File: config.mk
export PLATFORM = sky130hd
export DESIGN_NAME = ubfc_uart_baud_and_frame_config
export DESIGN_NICKNAME = d
export VERILOG_FILES = /design/src/hdl/ubfc_uart_baud_and_frame_config.v
export VERILOG_INCLUDE_DIRS = /design/src /design/src/hdl
export SDC_FILE = /design/constraint.sdc
export NUM_CORES = 1
export LEC_CHECK = 0
export BUFFER_PORTS_ARGS = -buffer_cell sky130_fd_sc_hd__buf_2
export CORE_MARGIN = 3
export CORE_UTILIZATION = 55
export DETAILED_ROUTE_END_ITERATION = 6
export GPL_ROUTABILITY_DRIVEN = 1
export HOLD_SLACK_MARGIN = 0.05
export PLACE_DENSITY = 0.78
export SLEW_MARGIN = 15
export SYNTH_ARGS = -nofsm -noshare
export SYNTH_HDL_FRONTEND = slang
export SYNTH_SLANG_ARGS = --single-unit
File: constraint.sdc
create_clock -name core_clk -period 4.3 [get_ports core_clk]
set_clock_uncertainty 0.05 [all_clocks]
set_input_delay 0.86 -clock core_clk [delete_from_list [all_inputs] [get_ports core_clk]]
set_output_delay 0.86 -clock core_clk [all_outputs]
set_load 0.005 [all_outputs]
File: src/hdl/ubfc_map.vh
// Purpose: Register offsets, field positions, reset values and counts for the serial port configuration block.
// Assumes: Byte-wide registers on a plain address port.
// Notes: Definitions only.
`ifndef UBFC_MAP_VH
`define UBFC_MAP_VH
`define UBFC_ADDR_W 3
`define UBFC_OFF_BDH 3'h0
`define UBFC_OFF_BDL 3'h1
`define UBFC_OFF_FOC 3'h2
`define UBFC_OFF_CTL2 3'h3
`define UBFC_OFF_STAT 3'h4
`define UBFC_BDH_RST 8'h00
`define UBFC_BDL_RST 8'h04
`define UBFC_FOC_RST 8'h00
`define UBFC_CTL2_RST 8'h00
`define UBFC_BDH_LBKIE 7
`define UBFC_BDH_RXEIE 6
`define UBFC_FOC_LOOP 7
`define UBFC_FOC_WFRZ 6
`define UBFC_FOC_RX_SOURCE_SEL 5
`define UBFC_FOC_NINE 4
`define UBFC_FOC_WAKE 3
`define UBFC_FOC_ILT 2
`define UBFC_FOC_PEN 1
`define UBFC_FOC_PODD 0
`define UBFC_C2_TXON 3
`define UBFC_C2_RXON 2
`define UBFC_C2_DIR 0
`define UBFC_TICKS_PER_BIT 5'h10
`define UBFC_IDLE_SHORT 4'ha
`define UBFC_IDLE_LONG 4'hb
`endif

File: src/hdl/ubfc_uart_baud_and_frame_config.v
// Purpose: Baud generator and frame/option configuration for a serial port.
// Assumes: One clock core_clk at 100 MHz, asynchronous active-low reset rstn.
// Notes: Shifters and status flags live elsewhere; this block exports settings and routing.
`timescale 1ns/100ps
`include "ubfc_map.vh"

module ubfc_uart_baud_and_frame_config (
  input wire core_clk,
  input wire rstn,
  input wire [2:0] regAddr,
  input wire [7:0] regWdata,
  input wire regWr,
  input wire regRd,
  output reg [7:0] regRdata,
  input wire cpuWait,
  input wire lineBreakFlag,
  input wire rxEdgeFlag,
  input wire txSerialOut,
  input wire receivePin,
  input wire transmitPinIn,
  output wire transmitPinOut,
  output wire transmitPinOe,
  output wire rxSerialIn,
  output wire sampleTick,
  output wire bitTick,
  output wire baudRunning,
  output wire portClkEn,
  output wire irqRequest,
  output wire charLenNine,
  output wire wakeAddrMark,
  output wire idleCountAfterStop,
  output wire [3:0] idleBitCount,
  output wire parityOn,
  output wire parityOddSelect,
  output wire txOn,
  output wire rxOn,
  output wire [12:0] baudModulo
);

  // ----------------------------------------------------------------
  // Register state
  // ----------------------------------------------------------------
  reg [7:0] bdhWork_r;
  reg [7:0] bdhBuf_r;
  reg [7:0] bdl_r;
  reg [7:0] foc_r;
  reg [7:0] ctl2_r;
  reg armed_r;
  reg [12:0] baudCnt_r;
  reg [12:0] baudCnt_nxt;
  reg [3:0] tickCnt_r;
  reg [2:0] rxPinSync_r;
  reg rxPinStable_r;
  reg [2:0] txPinSync_r;
  reg txPinStable_r;
  reg [7:0] rdMux;

  // Decodes a register offset against the bus address.
  function hit;
    input [2:0] addr;
    input [2:0] off;
    begin
      hit = (addr == off);
    end
  endfunction

  // ----------------------------------------------------------------
  // Register writes
  // ----------------------------------------------------------------
  // High byte lands in a buffer; the working copy's modulo bits 4:0 move on a low-byte write.
  always @(posedge core_clk or negedge rstn) begin
    if (!rstn) begin
      bdhBuf_r <= `UBFC_BDH_RST;
      bdhWork_r <= `UBFC_BDH_RST;
      bdl_r <= `UBFC_BDL_RST;
      foc_r <= `UBFC_FOC_RST;
      ctl2_r <= `UBFC_CTL2_RST;
      armed_r <= 1'b0;
    end else begin
      if (regWr && hit(regAddr, `UBFC_OFF_BDH)) begin
        bdhBuf_r <= regWdata;
        bdhWork_r[7:5] <= regWdata[7:5]; // Interrupt enables act at once.
      end
      if (regWr && hit(regAddr, `UBFC_OFF_BDL)) begin
        bdl_r <= regWdata;
        bdhWork_r[4:0] <= bdhBuf_r[4:0];
      end
      if (regWr && hit(regAddr, `UBFC_OFF_FOC)) begin
        foc_r <= regWdata;
      end
      if (regWr && hit(regAddr, `UBFC_OFF_CTL2)) begin
        ctl2_r <= regWdata;
        // Generator stays off until an enable is first written to one.
        if (regWdata[`UBFC_C2_TXON] || regWdata[`UBFC_C2_RXON]) begin
          armed_r <= 1'b1;
        end
      end
    end
  end

  // Read mux; unmapped offsets read zero, high byte shows the buffered value with bit 5 read as zero.
  always @* begin
    rdMux = 8'h00;
    if (hit(regAddr, `UBFC_OFF_BDH)) begin
      rdMux = {bdhBuf_r[7:6], 1'b0, bdhBuf_r[4:0]};
    end else if (hit(regAddr, `UBFC_OFF_BDL)) begin
      rdMux = bdl_r;
    end else if (hit(regAddr, `UBFC_OFF_FOC)) begin
      rdMux = foc_r;
    end else if (hit(regAddr, `UBFC_OFF_CTL2)) begin
      rdMux = ctl2_r;
    end else if (hit(regAddr, `UBFC_OFF_STAT)) begin
      rdMux = {3'h0, irqRequest, baudRunning, portClkEn, rxPinStable_r, txPinStable_r};
    end
  end

  // Read data stands for exactly the cycle after the strobe.
  always @(posedge core_clk or negedge rstn) begin
    if (!rstn) begin
      regRdata <= 8'h00;
    end else if (regRd) begin
      regRdata <= rdMux;
    end else begin
      regRdata <= 8'h00;
    end
  end

  // ----------------------------------------------------------------
  // Baud generator
  // ----------------------------------------------------------------
  assign baudModulo = {bdhWork_r[4:0], bdl_r};
  // Frozen clocks in CPU wait when freeze is chosen.
  assign portClkEn = !(foc_r[`UBFC_FOC_WFRZ] && cpuWait);
  assign baudRunning = armed_r && (baudModulo != 13'h0000);

  // Counter counts modulo baudModulo, one sample tick per wrap.
  always @* begin
    baudCnt_nxt = baudCnt_r;
    if (!baudRunning) begin
      baudCnt_nxt = 13'h0000;
    end else if (portClkEn) begin
      if (baudCnt_r >= baudModulo - 13'h0001) begin
        baudCnt_nxt = 13'h0000;
      end else begin
        baudCnt_nxt = baudCnt_r + 13'h0001;
      end
    end
  end

  assign sampleTick = baudRunning && portClkEn && (baudCnt_r >= baudModulo - 13'h0001);

  // Sixteen sample ticks make one bit period.
  always @(posedge core_clk or negedge rstn) begin
    if (!rstn) begin
      baudCnt_r <= 13'h0000;
      tickCnt_r <= 4'h0;
    end else begin
      baudCnt_r <= baudCnt_nxt;
      if (!baudRunning) begin
        tickCnt_r <= 4'h0;
      end else if (sampleTick) begin
        tickCnt_r <= tickCnt_r + 4'h1;
      end
    end
  end

  assign bitTick = sampleTick && (tickCnt_r == 4'hf);

  // ----------------------------------------------------------------
  // Pin synchronisers
  // ----------------------------------------------------------------
  // Three stages; a change counts when stages two and three agree.
  always @(posedge core_clk or negedge rstn) begin
    if (!rstn) begin
      rxPinSync_r <= 3'h7;
      txPinSync_r <= 3'h7;
      rxPinStable_r <= 1'b1;
      txPinStable_r <= 1'b1;
    end else begin
      rxPinSync_r <= {rxPinSync_r[1:0], receivePin};
      txPinSync_r <= {txPinSync_r[1:0], transmitPinIn};
      if (rxPinSync_r[1] == rxPinSync_r[2]) begin
        rxPinStable_r <= rxPinSync_r[2];
      end
      if (txPinSync_r[1] == txPinSync_r[2]) begin
        txPinStable_r <= txPinSync_r[2];
      end
    end
  end

  // ----------------------------------------------------------------
  // Line routing
  // ----------------------------------------------------------------
  // Source select only matters with loopback on.
  assign rxSerialIn = !foc_r[`UBFC_FOC_LOOP] ? rxPinStable_r :
                      !foc_r[`UBFC_FOC_RX_SOURCE_SEL] ? txSerialOut :
                      (ctl2_r[`UBFC_C2_DIR] ? txSerialOut : txPinStable_r);
  assign transmitPinOut = txSerialOut;
  // Single-wire: direction bit chooses drive or listen; otherwise transmitter owns pin.
  assign transmitPinOe = ctl2_r[`UBFC_C2_TXON] &&
                         (!(foc_r[`UBFC_FOC_LOOP] && foc_r[`UBFC_FOC_RX_SOURCE_SEL]) || ctl2_r[`UBFC_C2_DIR]);

  // ----------------------------------------------------------------
  // Interrupt request and frame settings
  // ----------------------------------------------------------------
  assign irqRequest = (bdhWork_r[`UBFC_BDH_LBKIE] && lineBreakFlag) ||
                      (bdhWork_r[`UBFC_BDH_RXEIE] && rxEdgeFlag);
  assign charLenNine = foc_r[`UBFC_FOC_NINE];
  assign wakeAddrMark = foc_r[`UBFC_FOC_WAKE];
  assign idleCountAfterStop = foc_r[`UBFC_FOC_ILT];
  assign idleBitCount = foc_r[`UBFC_FOC_NINE] ? `UBFC_IDLE_LONG : `UBFC_IDLE_SHORT;
  assign parityOn = foc_r[`UBFC_FOC_PEN];
  assign parityOddSelect = foc_r[`UBFC_FOC_PODD];
  assign txOn = ctl2_r[`UBFC_C2_TXON];
  assign rxOn = ctl2_r[`UBFC_C2_RXON];

endmodule

Yosys cells after proc, flatten, opt, wreduce, memory -nomap -nowiden
Cells that the tools add are included.

Add/subtract/negate cells: 3. Magnitude comparators: 1. Equality and inequality tests: 9. Multiplexer cells: 15. Reductions and logical operators: 21.

Operators by type and width (count): two-way mux 8 bit (5); two-way mux 13 bit (3); adder 13 x 1 -> 13 bit, second input constant (1); >= comparator 13 bit (1); logical AND 1 bit (13); nonzero test 13 bit (1); subtractor 13 x 1 -> 13 bit, second input constant (1); two-way mux 4 bit (2); equality test 3 x 2 -> 1 bit, second input constant (2); two-way mux 5 bit (1); adder 4 x 1 -> 4 bit, second input constant (1); equality test 4 bit, second input constant (1); two-way mux 1 bit (4); inequality test 2 bit, second input constant (2); equality test 3 x 1 -> 1 bit, second input constant (1); equality test 3 bit, second input constant (1); zero test 3 bit (1); logical OR 1 bit (3); equality test 1 bit (2); zero test 1 bit (2); AND reduction 2 bit (1).

Register bits after elaboration: 74. Input bits: 21. Output and inout port bits: 40. Logic and storage cells: 63.

Depth between registers and ports, before layout
Depth in word-level cells: 8. Depth in mapped cells: 14. Gate-level depth less buffers: 13.

Worst setup path before layout
OpenSTA, ideal clock, no wires.

Path kind: reg-to-output. Start point: register bdl_r[5]. End point: output bitTick. Arrival: 2945 ps. Required time: 3390 ps. Slack: 445 ps. Cell stages (with the launch flop): 12. Buffers on the path: 0. Cell sequence: dfrtp_1 or4_2 nor4_1 nand2b_1 nor2_1 xnor2_1 ha_1 nand2_1 o21a_1 a21boi_2 or2_2 nor3_1.

Word-level cells in the longest chain between the ends: 5. Elaborated cells on any way between the ends: 7. Classes of those cells: 1 x add/sub; 1 x order compare; 5 x reduce/logical.

RTL lines: start: declaration (line ubfc_uart_baud_and_frame_config.v:45) `reg [7:0] bdl_r;`; start signal: assignment (line ubfc_uart_baud_and_frame_config.v:75) `` bdl_r <= `UBFC_BDL_RST; ``; start signal: assignment (line ubfc_uart_baud_and_frame_config.v:85) `bdl_r <= regWdata;`; parallel branches: the longest is 3 deep, another holds subtractor 13 x 1 -> 13 bit; logical AND 1 bit (*) (line ubfc_uart_baud_and_frame_config.v:150) `assign sampleTick = baudRunning && portClkEn && (baudCnt_r >= baudModulo - 13'h0001);`; logical AND 1 bit (*) (line ubfc_uart_baud_and_frame_config.v:167) `assign bitTick = sampleTick && (tickCnt_r == 4'hf);`; end: declaration (line ubfc_uart_baud_and_frame_config.v:25) `output wire bitTick,`.

Every way passes the cells marked *.

Final worst setup path
Start point: register bdl_r[1]. End point: output bitTick.

Same word-level chain as after synthesis.

==> flow_summary.toml <==
[routing]
drc = 0
drtIter0Drc = 132
vias = 2919
ant_nets = 0
wirelength_um = 8480
route.detailed.wl_per_inst_um = 17.5
via_per_inst = 6.02
first_pass_iters = 5

[sta]
fin_tns_setup_ns = 0
relSlewSlack = 0.317
setup_violations = 0
tightest_slew_ns = 1.02
period_minus_slack_ns = 4.22
timing.final.crit_share = 0.982
hold_viol = 0
drv_slew = 0
clock.fmax_ghz = 0.237

[global_routing]
use_met1 = 0.304
grtUsageTotal = 0.235
grt_overflow = 0
antenna_found_initial = 0
busiest_layer = "met2"
met3_usage = 0.0564
grt_pass1_wl_um = 13900
grt_pass1_vias = 2839
grt_max_degree = 38
use_met2 = 0.374

[run_status]
status = "finished clean"

[cts]
cts_tree = "yes"
insertion_delay_ns = 0.35
cts_buffers = 9
h-tree-depth = 3
cts_root_buf = "clkbuf_8"
clk_pin_slew_ns = 0.08
cts_buffer_depth = 2
ctsHoldBuffers = 0
clkSinkCount = 70

[setup_path]
endpoint_kind = "primary output"
reg2reg_depth = 13
cp_data_arrival_time_ns = 3.31
path_max_fanout = 6
start_kind = "flip-flop"
timing.rr.end = "baudCnt_r[12]$_DFFE_PN0P_"
critPathRequiredTime_ns = 3.39
r2r_start = "bdl_r[1]$_DFFE_PN0P_"
crit_type = "flip-flop to primary output"
r2r_slack_ns = 0.80

[layout]
drive_gt1_frac = 0.358
final_nets = 441
layout_common_cells = "dfrtp_1 (57), buf_2 (57), mux2_2 (34)"
antennaDiodeCount = 0
syn_to_final_growth_pct = 17.0
multi_input_area_sq_mm = 0.00186
seqCellArea_sq_mm = 0.00177
design_area_sq_mm = 0.00433
n_fill_cell = 472

[placement]
post_dp_cell_area_sq_mm = 0.00403
dp_hpwl_um = 6060
portBuffers = 57
gp_congestion = 0.935

[logic_synthesis]
synth_edf_count = 0
synth_area_per_cell_sq_um = 10.8
ys_async_sr_fraction = 1.00
seq_area_frac_synth = 0.476
netlist_area_sq_mm = 0.00370
synthCells = 343
synthDistinctLibCells = 60
ys_seq_elements = 70
synth_ff_type = "dfrtp_1"
synth_warnings = 0

[hold_path]
holdPathEnd = "txPinSync_r[1]$_DFF_PN1_"
holdPathStages = 0
min-delay-start = "txPinSync_r[0]$_DFF_PN1_"
hp-class = "flip-flop to flip-flop"

[floorplan]
die_area_sq_mm = 0.00775
fp-row-count = 29
die_w_um = 88.1
die_y_um = 88.1
initial_core_util = 0.577
core_area_sq_mm = 0.00642
ios = 61

[power]
swShare = 0.331
ir_drop_uv = 312
sequentialPowerShare = 0.441
p_comb_frac = 0.274
total_leakage_power_uw = 0.00200
power.switching_uw = 695
power_uw = 2100
clockPowerShare = 0.285
pwr_density_cell_mw_per_mm2 = 484
internal_power_uw = 1400

[run]
maxCapViolations = 0
[sequential cells by signal (all words and copies together) (netlist names)]
register       count
bdhWork_r          7
foc_r              8
tickCnt_r          4
ctl2_r             8
bdhBuf_r           5
baudCnt_r         13
txPinStable_r      1
rxPinStable_r      1
txPinSync_r        3
bdl_r              8
armed_r            1
regRdata           8
rxPinSync_r        3
[final cells by class]
type | count | area share
clock inverters | 6 | 0.0217
inverters | 9 | 0.00838
flip-flops and latches | 70 | 0.408
well taps | 77 | 0.0222
multi-input cells | 248 | 0.430
clock buffers | 10 | 0.0295
repair buffers | 65 | 0.0797
[worst max-delay path by stage]
stage | from | cells after the start | slack, ns | endpoint
6_report | bdl_r[1]$_DFFE_PN0P_ | 13 | 0.08 | bitTick
5_1_grt | bdl_r[1]$_DFFE_PN0P_ | 13 | -0.06 | bitTick
4_1_cts | bdl_r[5]$_DFFE_PN0P_ | 12 | 0.008 | bitTick
3_5_place_dp | bdl_r[5]$_DFFE_PN0P_ | 12 | 0.26 | bitTick
3_3_place_gp | bdl_r[5]$_DFFE_PN0P_ | 12 | 0.30 | bitTick
2_1_floorplan | bdl_r[5]$_DFFE_PN0P_ | 11 | 0.45 | bitTick
[per-layer routing]
metal,vias up,wire length [um]
met3,23,424
met5,-,0
met1,1430,3790
li1,1369,-
met4,0,222
met2,97,4040
[power groups by stage]
stage,registers [uW],clock network [uW],logic (uW)
2_1_floorplan,892,0,376
3_3_place_gp,913,0,535
3_5_place_dp,921,0,555
4_1_cts,913,602,562
5_1_grt,942,627,644
6_report,925,598,574
[cell usage after synthesis, drive strengths merged (8+ instances only)]
cell,count,area share
a31oi,18,0.030
nor2,23,0.023
dfstp,9,0.064
buf,8,0.017
xnor2,8,0.019
ha,17,0.057
mux2,34,0.10
inv,9,0.0098
nand2,26,0.027
dfrtp,61,0.41
a21oi,14,0.019
o21ai,14,0.020
clkbuf,9,0.0091
[worst max-delay path: stages, from the launching register on]
cell and delay, ns:
dfrtp_2 0.48, inv_1 0.13, ha_1 0.23, nand2_1 0.12
or3_4 0.41, xor2_1 0.16, ha_1 0.30, o21a_1 0.12
a21oi_1 0.09, a21oi_1 0.23, a21boi_2 0.09, or2_2 0.30
nor3_1 0.16, buf_2 0.13
[timing repair]
action                                  4_1_cts  5_1_grt
endpoints found under the setup margin        2        2
buffers inserted                              0        3
resized for setup                             2       11
gates cloned                                  0        0
pin swaps                                     0        4
[cells by family after synthesis]
group	count (synthesis)	synth area share
xor gates and xnor gates	11	0.0260
AOI/OAI and AO/OA	73	0.133
and+or+nand+nor	102	0.145
DFF	70	0.476
buffers and inverters	26	0.0361
other	2	0.00203
muxes	40	0.120
adders and majority gates	19	0.0628
[metrics by stage]
step	hold WS, ns	std cells	utilization	setup WS [ns]
final	0.306	485	0.674	0.0768
after detailed placement	0.297	466	0.628	0.255
after CTS	0.313	482	0.665	0.00809
after floorplan	0.295	344	-	0.445
after global routing	0.319	485	0.674	-0.0618
after global placement	0.298	466	0.628	0.305
(Power assumes the default switching activity.)
